<file path="config.mk">
export PLATFORM = sky130hd
export DESIGN_NAME = hwo_core
export DESIGN_NICKNAME = d
export VERILOG_FILES = /design/src/hwo_pkg.sv /design/src/hwo_output.sv /design/src/hwo_core.sv
export SDC_FILE = /design/constraint.sdc
export NUM_CORES = 2
export LEC_CHECK = 0
export ABC_AREA = 0
export BUFFER_PORTS_ARGS = -buffer_cell sky130_fd_sc_hd__buf_2
export CAP_MARGIN = 30
export CORE_ASPECT_RATIO = 2
export CORE_MARGIN = 2
export CORE_UTILIZATION = 45
export DETAILED_ROUTE_END_ITERATION = 8
export HOLD_SLACK_MARGIN = 0.02
export PLACE_DENSITY = 0.71
export SYNTH_ARGS = -nofsm -noshare
export SYNTH_HDL_FRONTEND = slang
export SYNTH_HIERARCHICAL = 1
export SYNTH_SLANG_ARGS = --single-unit
</file>
<file path="constraint.sdc">
create_clock -name i_clock -period 18.05 [get_ports i_clock]
set_clock_uncertainty 0.05 [all_clocks]
set_input_delay 3.61 -clock i_clock [delete_from_list [all_inputs] [get_ports i_clock]]
set_output_delay 3.61 -clock i_clock [all_outputs]
set_load 0.02 [all_outputs]
</file>
<file path="src/hwo_pkg.sv">
// Shared constants of the hit window output logic: register map, field
// positions, widths and values after reset.
// Assumes a single 40 MHz clock domain and a 32-bit word register port.
package hwo_pkg;
	localparam int N_WIN      = 16;           // Analysis windows per task
	localparam int N_OUT      = 4;            // Switching outputs per task
	localparam int N_COL      = 4;            // AND columns per output
	localparam int HIT_W      = 9;            // Hit count width, 0 to 511
	localparam int SUM_W      = 13;           // Room for sixteen full windows
	localparam int TASK_W     = 4;            // Tasks 0 to 15
	localparam int SEL_W      = 3;            // Task select inputs
	localparam int ADDR_W     = 8;

	// Register byte offsets
	localparam logic [7:0] OFS_CTRL     = 8'h00;
	localparam logic [7:0] OFS_STATUS   = 8'h04;
	localparam logic [1:0] WIN_PAGE     = 2'h1;  // 0x40..0x7c, one word per window
	localparam logic [2:0] OW_CTRL      = 3'h0;  // Output page 0x80 + 0x20*n, word 0
	localparam logic [2:0] OW_HITS      = 3'h1;  // Word 1, sum thresholds
	localparam logic [2:0] OW_COL0      = 3'h2;  // Words 2 to 5, one per column

	// Control register fields
	localparam int CTRL_EXT_SEL = 0;
	localparam int CTRL_SINGLE  = 1;
	localparam int CTRL_REQ     = 2;          // Write 1: request one measurement
	localparam int CTRL_COMMIT  = 3;          // Write 1: store all task sets
	localparam int CTRL_FACTORY = 4;          // Write 1: restore defaults
	localparam int CTRL_TASK_LO = 8;

	// Output control fields
	localparam int OC_ACTIVE  = 0;
	localparam int OC_NEGATE  = 1;
	localparam int OC_SUM     = 2;
	localparam int OC_DEPTH_LO = 8;
	localparam int HI_OFF_LO   = 16;         // Off threshold field, on sits at bit 0
	localparam int COL_MINUS_LO = 16;        // Minus marks, plus marks at bit 0

	// Values after reset and after a factory restore
	localparam logic [8:0] RST_HITS_ON  = 9'h00a;
	localparam logic [8:0] RST_HITS_OFF = 9'h006;
	localparam logic [7:0] RST_DEPTH    = 8'h01;
	localparam logic [3:0] RST_TASK     = 4'h0;
endpackage

</file>
<file path="src/hwo_output.sv">
// One switching output: column logic, sum mode with hysteresis, negation,
// debounce over successive evaluations.
// Assumes window states and hit counts are stable while i_eval is high.
`timescale 1ns/1ps
module hwo_output #(
	parameter int N_WIN = hwo_pkg::N_WIN,
	parameter int N_COL = hwo_pkg::N_COL,
	parameter int HIT_W = hwo_pkg::HIT_W,
	parameter int SUM_W = hwo_pkg::SUM_W
) (
	// Clock and reset
	input  wire logic                     i_clock,
	input  wire logic                     i_rst,
	// Evaluation pacing
	input  wire logic                     i_eval,
	input  wire logic                     i_single,
	// Window data
	input  wire logic [N_WIN-1:0]         i_win_state,
	input  wire logic [N_WIN*HIT_W-1:0]   i_hits,
	// Settings of this output
	input  wire logic [N_COL*N_WIN-1:0]   i_plus,
	input  wire logic [N_COL*N_WIN-1:0]   i_minus,
	input  wire logic                     i_sum_mode,
	input  wire logic                     i_negate,
	input  wire logic                     i_active,
	input  wire logic [7:0]               i_depth,
	input  wire logic [HIT_W-1:0]         i_hits_on,
	input  wire logic [HIT_W-1:0]         i_hits_off,
	// Result
	output logic                          o_switch
);
	logic [N_COL-1:0] col_res;
	logic [SUM_W-1:0] hit_sum;
	logic             raw_reg;
	logic             raw_next;
	logic             eval_res;
	logic             state_reg;
	logic [7:0]       cnt_reg;
	logic [7:0]       cnt_inc;
	logic             flip;

	// Per column: blank entries pass, plus takes the state, minus its inverse
	always_comb begin
		for (int c = 0; c < N_COL; c++) begin
			col_res[c] = |(i_plus[c*N_WIN +: N_WIN] | i_minus[c*N_WIN +: N_WIN]) &
				&(~(i_plus[c*N_WIN +: N_WIN] | i_minus[c*N_WIN +: N_WIN]) |
				(i_plus[c*N_WIN +: N_WIN] & i_win_state) |
				(i_minus[c*N_WIN +: N_WIN] & ~i_win_state));
		end
	end

	// Sum only plus windows of the first column; minus, blank and other columns stay out
	always_comb begin
		hit_sum = '0;
		for (int w = 0; w < N_WIN; w++) begin
			if (i_plus[w] && !i_minus[w])
				hit_sum = hit_sum + SUM_W'(i_hits[w*HIT_W +: HIT_W]);
		end
	end

	// Between the thresholds the last result stands, giving hysteresis
	assign raw_next = !i_sum_mode ? |col_res :
		(hit_sum >= SUM_W'(i_hits_on))  ? 1'b1 :
		(hit_sum <= SUM_W'(i_hits_off)) ? 1'b0 : raw_reg;
	assign eval_res = raw_next ^ i_negate;
	assign cnt_inc  = cnt_reg + 8'h01;
	// Depth 0 behaves as 1; a single shot shows its one analysis directly
	assign flip     = (eval_res != state_reg) && (i_single || cnt_inc >= i_depth);

	// Debounce: count successive differing results, reset on an agreeing one
	always_ff @(posedge i_clock) begin
		if (i_rst) begin
			raw_reg   <= 1'b0;
			state_reg <= 1'b0;
			cnt_reg   <= 8'h00;
			o_switch  <= 1'b0;
		end else begin
			if (i_eval) begin
				raw_reg   <= raw_next;
				state_reg <= flip ? eval_res : state_reg;
				cnt_reg   <= (flip || eval_res == state_reg) ? 8'h00 : cnt_inc;
			end
			o_switch <= i_active & (i_eval && flip ? eval_res : state_reg);
		end
	end
endmodule

</file>
<file path="src/hwo_core.sv">
// Hit window output logic: register port, window hysteresis, task selection,
// single shot pacing and four switching outputs.
// Assumes hit counts arrive with a one-cycle evaluation strobe per trigger or
// per profile, and that storage of task sets is done by the unit outside.
// Limitation: only the active task's settings live here; the unit outside
// reloads them whenever o_task moves and keeps all sets on o_commit.
//
// How it works
// - Sum mode adds plus windows of column one
// - Sum skips minus, blank, and columns two-four
// - Sum at or above upper threshold: active
// - Sum at or below lower threshold: inactive
// - Between thresholds the previous state holds
// - Single shot: one analysis per request, held
// - External selection picks tasks 0-7 from inputs
// - Fieldbus may select any task 0-15
// - External selection ignores configured task number
// - Per window hit count with hysteresis limits
// - Columns AND their windows, minus ones inverted
// - Four column results ORed per output
// - Optional negation of each ORed result
// - Sixteen windows and four outputs per task
// - Commit stores task sets; factory restores defaults
// - Toggle after depth successive equal results
// - Plus as-is, minus inverted, blank ignored
//
// Added by the designer: strobed register access and the address map.
`timescale 1ns/1ps
module hwo_core #(
	parameter int N_WIN = hwo_pkg::N_WIN,
	parameter int N_OUT = hwo_pkg::N_OUT,
	parameter int N_COL = hwo_pkg::N_COL,
	parameter int HIT_W = hwo_pkg::HIT_W
) (
	// Clock and reset
	input  wire logic                              i_clock,
	input  wire logic                              i_rst,
	// Register port
	input  wire logic [hwo_pkg::ADDR_W-1:0]        i_addr,
	input  wire logic [31:0]                       i_wdata,
	input  wire logic                              i_wr,
	input  wire logic                              i_rd,
	output logic      [31:0]                       o_rdata,
	// Profile data
	input  wire logic                              i_eval,
	input  wire logic [N_WIN*HIT_W-1:0]            i_hits,
	// Task selection
	input  wire logic [hwo_pkg::SEL_W-1:0]         i_task_select_inputs,
	input  wire logic [hwo_pkg::TASK_W-1:0]        i_bus_task,
	input  wire logic                              i_bus_task_valid,
	// Results
	output logic      [N_OUT-1:0]                  o_switch_outputs,
	output logic      [hwo_pkg::TASK_W-1:0]        o_task,
	output logic                                   o_commit,
	output logic                                   o_factory
);
	// Values after reset cut to this instance's hit width
	localparam logic [HIT_W-1:0] RST_ON  = HIT_W'(hwo_pkg::RST_HITS_ON);
	localparam logic [HIT_W-1:0] RST_OFF = HIT_W'(hwo_pkg::RST_HITS_OFF);

	// Settings held in flip-flops, indexed per window and per output
	logic [HIT_W-1:0]       win_on_reg   [N_WIN];
	logic [HIT_W-1:0]       win_off_reg  [N_WIN];
	logic [N_OUT-1:0]       oc_active_reg;
	logic [N_OUT-1:0]       oc_negate_reg;
	logic [N_OUT-1:0]       oc_sum_reg;
	logic [7:0]             oc_depth_reg [N_OUT];
	logic [HIT_W-1:0]       hits_on_reg  [N_OUT];
	logic [HIT_W-1:0]       hits_off_reg [N_OUT];
	logic [N_COL*N_WIN-1:0] plus_reg     [N_OUT];
	logic [N_COL*N_WIN-1:0] minus_reg    [N_OUT];
	logic                   ext_sel_reg;
	logic                   single_reg;
	logic                   req_reg;
	logic [3:0]             cfg_task_reg;
	logic [N_WIN-1:0]       win_state_reg;
	logic                   eval_reg;
	logic                   single_eval_reg;
	logic [31:0]            rdata_next;
	logic [3:0]             task_next;
	logic [N_OUT-1:0]       sw;
	logic [N_WIN-1:0]       win_up;
	logic [N_WIN-1:0]       win_down;
	logic [N_COL*N_WIN-1:0] plus_eff     [N_OUT];
	logic [3:0]             ext_task;

	// Register decode; unaligned words are holes, so writes there are dropped too
	wire        aligned   = i_addr[1:0] == 2'h0;
	wire        wr_ctrl   = i_wr && i_addr == hwo_pkg::OFS_CTRL;
	wire        sel_win   = aligned && i_addr[7:6] == hwo_pkg::WIN_PAGE;
	wire        sel_out   = aligned && i_addr[7];
	wire        wr_win    = i_wr && sel_win;
	wire        wr_out    = i_wr && sel_out;
	wire [3:0]  win_idx   = i_addr[5:2];
	wire [1:0]  out_idx   = i_addr[6:5];
	wire [2:0]  out_word  = i_addr[4:2];
	wire        factory   = wr_ctrl && i_wdata[hwo_pkg::CTRL_FACTORY];
	wire        commit    = wr_ctrl && i_wdata[hwo_pkg::CTRL_COMMIT];
	wire        req_set   = wr_ctrl && i_wdata[hwo_pkg::CTRL_REQ];
	wire        eval_go   = i_eval && (!single_reg || req_reg);

	// Whether a word index is a column register, and which column it holds
	function automatic logic col_hit(input logic [2:0] word);
		col_hit = word >= hwo_pkg::OW_COL0 && word < hwo_pkg::OW_COL0 + 3'(N_COL);
	endfunction

	function automatic logic [1:0] col_of(input logic [2:0] word);
		col_of = 2'(word - hwo_pkg::OW_COL0);
	endfunction

	// Hit count of one window out of the packed profile word
	function automatic logic [HIT_W-1:0] win_hits(input logic [N_WIN*HIT_W-1:0] h, input int w);
		win_hits = h[w*HIT_W +: HIT_W];
	endfunction

	// The fieldbus number wins over the select inputs while it is marked valid
	assign ext_task  = i_bus_task_valid ? i_bus_task :
		{1'b0, i_task_select_inputs};
	// Inputs or fieldbus own the task while external selection is on
	assign task_next = ext_sel_reg ? ext_task : cfg_task_reg;

	// Per window limit compares; the on limit is tried first
	for (genvar w = 0; w < N_WIN; w++) begin : g_win
		assign win_up[w]   = eval_go && win_hits(i_hits, w) >= win_on_reg[w];
		assign win_down[w] = eval_go && win_hits(i_hits, w) <= win_off_reg[w];
	end

	// Read multiplexer; unmapped words read zero
	// The mux looks at the address alone; the strobe gates it one stage later
	always_comb begin
		rdata_next = 32'h0000_0000;
		if (i_addr == hwo_pkg::OFS_CTRL) begin
			rdata_next[hwo_pkg::CTRL_EXT_SEL] = ext_sel_reg;
			rdata_next[hwo_pkg::CTRL_SINGLE]  = single_reg;
			rdata_next[hwo_pkg::CTRL_REQ]     = req_reg;
			rdata_next[hwo_pkg::CTRL_TASK_LO +: 4] = cfg_task_reg;
		end else if (i_addr == hwo_pkg::OFS_STATUS) begin
			// Outputs, active task and window states side by side
			rdata_next[N_OUT-1:0]  = o_switch_outputs;
			rdata_next[11:8]       = o_task;
			rdata_next[31:16]      = win_state_reg;
		end else if (sel_win && i_addr[1:0] == 2'h0) begin
			rdata_next[HIT_W-1:0]  = win_on_reg[win_idx];
			rdata_next[hwo_pkg::HI_OFF_LO +: HIT_W] = win_off_reg[win_idx];
		end else if (sel_out && i_addr[1:0] == 2'h0) begin
			if (out_word == hwo_pkg::OW_CTRL) begin
				rdata_next[hwo_pkg::OC_ACTIVE] = oc_active_reg[out_idx];
				rdata_next[hwo_pkg::OC_NEGATE] = oc_negate_reg[out_idx];
				rdata_next[hwo_pkg::OC_SUM]    = oc_sum_reg[out_idx];
				rdata_next[hwo_pkg::OC_DEPTH_LO +: 8] = oc_depth_reg[out_idx];
			end else if (out_word == hwo_pkg::OW_HITS) begin
				rdata_next[HIT_W-1:0] = hits_on_reg[out_idx];
				rdata_next[hwo_pkg::HI_OFF_LO +: HIT_W] = hits_off_reg[out_idx];
			end else if (col_hit(out_word)) begin
				rdata_next[N_WIN-1:0] = plus_reg[out_idx][col_of(out_word)*N_WIN +: N_WIN];
				rdata_next[hwo_pkg::COL_MINUS_LO +: N_WIN] =
					minus_reg[out_idx][col_of(out_word)*N_WIN +: N_WIN];
			end
		end
	end

	// Read data stands only in the cycle after the strobe
	// Idle zero lets several blocks share one wired-or read bus
	always_ff @(posedge i_clock) begin
		if (i_rst)
			o_rdata <= 32'h0000_0000;
		else
			o_rdata <= i_rd ? rdata_next : 32'h0000_0000;
	end

	// Global control; the request waits for the next evaluation strobe
	// A control write rewrites every mode bit and the configured task at once
	always_ff @(posedge i_clock) begin
		if (i_rst || factory) begin
			ext_sel_reg  <= 1'b0;
			single_reg   <= 1'b0;
			req_reg      <= 1'b0;
			cfg_task_reg <= hwo_pkg::RST_TASK;
		end else begin
			if (wr_ctrl) begin
				ext_sel_reg  <= i_wdata[hwo_pkg::CTRL_EXT_SEL];
				single_reg   <= i_wdata[hwo_pkg::CTRL_SINGLE];
				cfg_task_reg <= i_wdata[hwo_pkg::CTRL_TASK_LO +: 4];
			end
			// A new request beside the consuming strobe is kept: set wins over clear
			req_reg <= req_set || (req_reg && !eval_go);
		end
	end

	// Pulses to the storage unit and the pacing of the outputs
	// Store and restore only pulse here; the slow storage work is done outside
	always_ff @(posedge i_clock) begin
		if (i_rst) begin
			o_commit        <= 1'b0;
			o_factory       <= 1'b0;
			o_task          <= hwo_pkg::RST_TASK;
			eval_reg        <= 1'b0;
			single_eval_reg <= 1'b0;
		end else begin
			o_commit        <= commit;
			o_factory       <= factory;
			o_task          <= task_next;
			eval_reg        <= eval_go;
			single_eval_reg <= single_reg;
		end
	end

	// Window settings and per window state with hysteresis
	// A factory write also clears the states, so outputs restart from quiet
	always_ff @(posedge i_clock) begin
		if (i_rst || factory) begin
			for (int w = 0; w < N_WIN; w++) begin
				win_on_reg[w]  <= RST_ON;
				win_off_reg[w] <= RST_OFF;
			end
			win_state_reg <= '0;
		end else begin
			if (wr_win) begin
				win_on_reg[win_idx]  <= i_wdata[HIT_W-1:0];
				win_off_reg[win_idx] <= i_wdata[hwo_pkg::HI_OFF_LO +: HIT_W];
			end
			for (int w = 0; w < N_WIN; w++) begin
				if (win_up[w])
					win_state_reg[w] <= 1'b1;
				else if (win_down[w])
					win_state_reg[w] <= 1'b0;
			end
		end
	end

	// Output settings; writes to the unused words of a page are dropped
	// Depth, thresholds and column marks all reload on a factory write
	always_ff @(posedge i_clock) begin
		if (i_rst || factory) begin
			for (int o = 0; o < N_OUT; o++) begin
				oc_depth_reg[o] <= hwo_pkg::RST_DEPTH;
				hits_on_reg[o]  <= RST_ON;
				hits_off_reg[o] <= RST_OFF;
				plus_reg[o]     <= '0;
				minus_reg[o]    <= '0;
			end
			oc_active_reg <= '0;
			oc_negate_reg <= '0;
			oc_sum_reg    <= '0;
		end else if (wr_out) begin
			if (out_word == hwo_pkg::OW_CTRL) begin
				oc_active_reg[out_idx] <= i_wdata[hwo_pkg::OC_ACTIVE];
				oc_negate_reg[out_idx] <= i_wdata[hwo_pkg::OC_NEGATE];
				oc_sum_reg[out_idx]    <= i_wdata[hwo_pkg::OC_SUM];
				oc_depth_reg[out_idx]  <= i_wdata[hwo_pkg::OC_DEPTH_LO +: 8];
			end else if (out_word == hwo_pkg::OW_HITS) begin
				hits_on_reg[out_idx]  <= i_wdata[HIT_W-1:0];
				hits_off_reg[out_idx] <= i_wdata[hwo_pkg::HI_OFF_LO +: HIT_W];
			end else if (col_hit(out_word)) begin
				// A window marked both plus and minus counts as minus
				plus_reg[out_idx][col_of(out_word)*N_WIN +: N_WIN]  <= i_wdata[N_WIN-1:0];
				minus_reg[out_idx][col_of(out_word)*N_WIN +: N_WIN] <=
					i_wdata[hwo_pkg::COL_MINUS_LO +: N_WIN];
			end
		end
	end

	// Hits are copied in the strobe cycle, so they need not stay until eval_reg
	// The sum reads this copy, so it sees the same profile as the window states
	logic [N_WIN*HIT_W-1:0] hits_reg;
	always_ff @(posedge i_clock) begin
		if (i_rst)
			hits_reg <= '0;
		else if (eval_go)
			hits_reg <= i_hits;
	end

	// Four switching outputs, each debounced on its own
	// Minus wins over plus, so each window enters a column one way only
	for (genvar o = 0; o < N_OUT; o++) begin : g_out
		assign plus_eff[o] = plus_reg[o] & ~minus_reg[o];
		hwo_output #(
			.N_WIN (N_WIN),
			.N_COL (N_COL),
			.HIT_W (HIT_W)
		) u_out (
			.i_clock     (i_clock),
			.i_rst       (i_rst || factory),
			.i_eval      (eval_reg),
			.i_single    (single_eval_reg),
			.i_win_state (win_state_reg),
			.i_hits      (hits_reg),
			.i_plus      (plus_eff[o]),
			.i_minus     (minus_reg[o]),
			.i_sum_mode  (oc_sum_reg[o]),
			.i_negate    (oc_negate_reg[o]),
			.i_active    (oc_active_reg[o]),
			.i_depth     (oc_depth_reg[o]),
			.i_hits_on   (hits_on_reg[o]),
			.i_hits_off  (hits_off_reg[o]),
			.o_switch    (sw[o])
		);
	end

	assign o_switch_outputs = sw; // Each bit is the flop inside its output module
endmodule

</file>
==> results_tabular.tex <==
\begin{tabular}{lr}
\hline
Metric & Value \\
\hline
\multicolumn{2}{l}{\textbf{Global routing}} \\
\quad Wire length of the first global-routing pass & 661 mm \\
\quad Via count of the first global-routing pass & 93.0k \\
\quad Overall fraction of global-route tracks in use & 40.7\% \\
\quad Pin count of the biggest net entering global routing & 151 \\
\quad Number of antenna violations at the first check in global routing & 77 \\
\quad Residual overflow from global routing & 0 \\
\multicolumn{2}{l}{\textbf{Yosys}} \\
\quad Flip-flop cell with the highest count after synthesis & sky130\_fd\_sc\_hd\_\_edfxtp\_1 \\
\quad Synthesized instance count & 11.1k \\
\quad Library cell with the largest summed area after synthesis & sky130\_fd\_sc\_hd\_\_edfxtp\_1 \\
\quad Mean instance size in the synthesized netlist & 9.10 um2 \\
\quad Number of synthesized flops with an enable pin & 904 \\
\quad Top cells by area in the synthesized netlist & sky130\_fd\_sc\_hd\_\_edfxtp\_1 27\%, sky130\_fd\_sc\_hd\_\_ha\_1 12\%, sky130\_fd\_sc\_hd\_\_dfxtp\_1 5.2\%, sky130\_fd\_sc\_hd\_\_mux4\_2 5.1\%, sky130\_fd\_sc\_hd\_\_nand2\_1 4.1\% \\
\quad Number of nets produced by synthesis & 12.4k \\
\quad Sequential cell area fraction in the yosys report & 32.0\% \\
\quad Total of warnings raised by yosys & 6 \\
\quad Mapped Area & 101,000 um2 \\
\quad Number of synthesized register bits & 1,167 \\
\quad Async set-or-reset flop fraction in the synthesized netlist & 0\% \\
\quad Most common library cells after synthesis & 1,107 x sky130\_fd\_sc\_hd\_\_nand2\_1, 988 x sky130\_fd\_sc\_hd\_\_ha\_1, 916 x sky130\_fd\_sc\_hd\_\_nor2\_1 \\
\quad Count of unique library cells instantiated by Yosys & 133 \\
\quad Most used standard cell by instance count after synthesis & sky130\_fd\_sc\_hd\_\_nand2\_1 \\
\quad Share of the synthesized area in the top cell type & 26.8\% \\
\multicolumn{2}{l}{\textbf{Die}} \\
\quad Standard cell core area & 224,000 um2 \\
\quad Num ports & 239 \\
\quad Cell Rows & 246 \\
\quad Die Width & 340 um \\
\quad Die ar. & 229,000 um2 \\
\quad Effective utilization at floorplan & 45.2\% \\
\quad Y dimension of the die & 675 um \\
\multicolumn{2}{l}{\textbf{Timing}} \\
\quad Total setup violations reported at the end of the flow & 0 \\
\quad Worst Hold Margin & 0.421 ns \\
\quad Final count of pins violating max slew & 59 \\
\quad Final Hold Viols & 0 \\
\quad Post-route setup slack & 0.645 ns \\
\quad Fraction of the cycle the final worst path needs & 96.4\% \\
\quad Highest clock frequency the design can meet & 57.5 MHz \\
\quad Headroom to the max-slew limit & -9.23\% \\
\quad Minimum period implied by the final worst setup slack & 17.41 ns \\
\quad Measured slew at the worst slew-check pin & 1.64 ns \\
\multicolumn{2}{l}{\textbf{CTS}} \\
\quad CTS Hold Buffers Added & 0 \\
\quad Number of clock buffers inserted by TritonCTS & 110 \\
\quad Clock Root Buffer & sky130\_fd\_sc\_hd\_\_clkbuf\_16 \\
\quad H-tree depth & 3 \\
\quad Register clock-pin slew on the reported worst setup and hold paths & 0.07 ns \\
\quad Clock sink total & 1,167 \\
\quad TritonCTS clock tree & built \\
\quad Later-pin clock latency in the skew report & 0.83 ns \\
\quad Number of buffers on the longest clock path & 3 \\
\multicolumn{2}{l}{\textbf{Run status}} \\
\quad Violations in the final reports & slew limit \\
\quad Result of the run & complete, but fails checks \\
\multicolumn{2}{l}{\textbf{Drt}} \\
\quad Post-detailed-route via-to-cell ratio & 6.41 \\
\quad Detailed router's first-iteration violation count & 9,152 \\
\quad DRT Wirelength & 479 mm \\
\quad Antenna-violating nets left & 0 \\
\quad Average detailed-routed wire length per instance & 32.6 um \\
\quad Drt first pass iters & 7 \\
\quad DR vias & 94.2k \\
\quad Remaining routing DRC violations & 0 \\
\multicolumn{2}{l}{\textbf{Worst setup path}} \\
\quad Max stage delay on crit path & 0.51 ns \\
\quad Critical path type & flip-flop to flip-flop \\
\quad Worst reg-to-reg setup slack & 0.64 ns \\
\quad Endpoint required time on the critical path & 18.70 ns \\
\quad Endpoint of the most critical setup path & g\_out[1].u\_out/cnt\_reg[1]\$\_SDFFE\_PP0P\_ \\
\quad Worst Setup SP & plus\_reg[1][0]\$\_SDFFCE\_PN0P\_ \\
\quad Cell with the largest stage delay on the worst path & sky130\_fd\_sc\_hd\_\_fa\_1 \\
\quad Worst Reg2Reg Path Length in Cells & 81 \\
\quad Cell mode on critical path & sky130\_fd\_sc\_hd\_\_ha\_1 \\
\quad Worst r2r dst & g\_out[1].u\_out/cnt\_reg[1]\$\_SDFFE\_PP0P\_ \\
\quad CP endpoint kind & flip-flop \\
\quad CP Data Arrival Time & 18.06 ns \\
\quad Reg-to-reg startpoint & plus\_reg[1][0]\$\_SDFFCE\_PN0P\_ \\
\quad Worst-path maximum fanout & 10 \\
\quad Kind of start point of the critical path & flip-flop \\
\multicolumn{2}{l}{\textbf{Layout}} \\
\quad Final layout net count & 12.8k \\
\quad Layout overhead on the synthesized area & 12.4\% \\
\quad Share of post-route cells with drive strength above 1 & 15.9\% \\
\multicolumn{2}{l}{\textbf{Power and ir drop}} \\
\quad P per Cell Area & 75.1 nW/um2 \\
\quad Leakage dissipation & 47.8 nW \\
\quad Peak supply drop & 0.0000877 V \\
\quad Total design power & 8.56 mW \\
\multicolumn{2}{l}{\textbf{Job}} \\
\quad Max-Cap Viols & 0 \\
\multicolumn{2}{l}{\textbf{Place}} \\
\quad Input/output buffers & 238 \\
\quad Pre-CTS worst setup slack & -0.272 ns \\
\quad Final Wtd Congestion & 1.11 \\
\quad Final HPWL from detailed placement & 372 mm \\
\multicolumn{2}{l}{\textbf{Hold path}} \\
\quad Hold Crit Class & flip-flop to flip-flop \\
\hline
\end{tabular}
cells in the final DEF (no fill, tap or decap), types with 171 or more instances in the layout:
master,n
sky130_fd_sc_hd__nor2b_1,465
sky130_fd_sc_hd__mux4_2,229
sky130_fd_sc_hd__buf_4,535
sky130_fd_sc_hd__nand3_1,194
sky130_fd_sc_hd__and2_1,502
sky130_fd_sc_hd__a21o_1,182
sky130_fd_sc_hd__dfxtp_1,262
sky130_fd_sc_hd__a21oi_1,721
sky130_fd_sc_hd__nand2b_1,261
sky130_fd_sc_hd__edfxtp_1,904
sky130_fd_sc_hd__nor4_1,171
sky130_fd_sc_hd__ha_1,966
sky130_fd_sc_hd__inv_1,703
sky130_fd_sc_hd__nand2_1,1101
sky130_fd_sc_hd__o21ai_0,426
sky130_fd_sc_hd__xnor2_1,286
sky130_fd_sc_hd__nor2_1,910
sky130_fd_sc_hd__mux2_2,249
sky130_fd_sc_hd__buf_2,238
power breakdown:
group / total (mW) / switching (mW) / leakage, nW / internal, mW
sequential: 3.20 / 0.182 / 10.8 / 3.02
combinational: 2.72 / 1.68 / 35.1 / 1.04
clock: 2.63 / 1.19 / 1.92 / 1.44
total: 8.56 / 3.06 / 47.8 / 5.50
worst min path at each step:
stage | startpoint | to | depth (start not counted)
floorplan | oc_active_reg[3]$_SDFFE_PP0P_ | g_out[3].u_out/o_switch$_SDFF_PP0_ | 2
global placement | g_out[3].u_out/cnt_reg[7]$_SDFFE_PP0P_ | g_out[3].u_out/cnt_reg[7]$_SDFFE_PP0P_ | 2
detailed placement | g_out[3].u_out/cnt_reg[7]$_SDFFE_PP0P_ | g_out[3].u_out/cnt_reg[7]$_SDFFE_PP0P_ | 2
CTS | g_out[3].u_out/cnt_reg[7]$_SDFFE_PP0P_ | g_out[3].u_out/cnt_reg[7]$_SDFFE_PP0P_ | 2
global route | g_out[3].u_out/cnt_reg[7]$_SDFFE_PP0P_ | g_out[3].u_out/cnt_reg[7]$_SDFFE_PP0P_ | 2
finish | g_out[3].u_out/cnt_reg[7]$_SDFFE_PP0P_ | g_out[3].u_out/cnt_reg[7]$_SDFFE_PP0P_ | 2
layout make-up:
type	count	area, um2
inverter	707	2650
clock inverter	70	893
fill	20600	110000
clock buffer	137	3040
timing repair buffer	795	5550
multi-input combinational	8787	65600
tap	2976	3720
sequential	1167	32400
antenna	46	115
cells by family (layout without fill, tap and decap cells):
| group | count (synthesis) | in the layout | synth area share (%) |
|---|---|---|---|
| fa+ha+maj | 1054 | 1054 | 13.4 |
| xor+xnor | 469 | 469 | 4.58 |
| mux | 587 | 587 | 8.94 |
| compound gates | 2324 | 2324 | 14.5 |
| other cells | 0 | 46 | 0 |
| buf+inv | 1185 | 1709 | 4.53 |
| simple gates | 4353 | 4353 | 22.1 |
| flops | 1167 | 1167 | 32.0 |
critical path, delay by kind of cell, from the launching register on:
kind	cells	cell delay, ns
simple gates	22	2.91
fa+ha+maj	17	5.77
flops	1	0.39
buf+inv	4	0.56
mux	4	1.24
compound gates	22	4.34
xor+xnor	12	1.97
layer usage:
metal	track usage [%]	vias to the layer above	routed length, um
met4	47.2	42	68800
met1	38.0	45400	146000
li1	-	41000	-
met5	0.489	-	425
met3	10.4	2193	41500
met2	67.9	5499	223000
what timing repair did:
item	CTS	global route
pin swaps	0	44
endpoints found under the setup margin	30	44
gates cloned	0	0
gates resized for setup	19	254
buffers inserted	0	32
per-stage QoR:
step / setup TNS, ns / util (%) / cell area [um2] / std cells
4_1_cts: 0 / 50.1 / 112000 / 14600
3_5_place_dp: -3.01 / 48.3 / 108000 / 14400
5_1_grt: -2.69 / 50.8 / 114000 / 14600
6_report: 0 / 50.8 / 114000 / 14700
2_1_floorplan: 0 / - / 101000 / 11100
3_3_place_gp: -0.144 / 48.2 / 108000 / 14400
(Power assumes the default switching activity.)
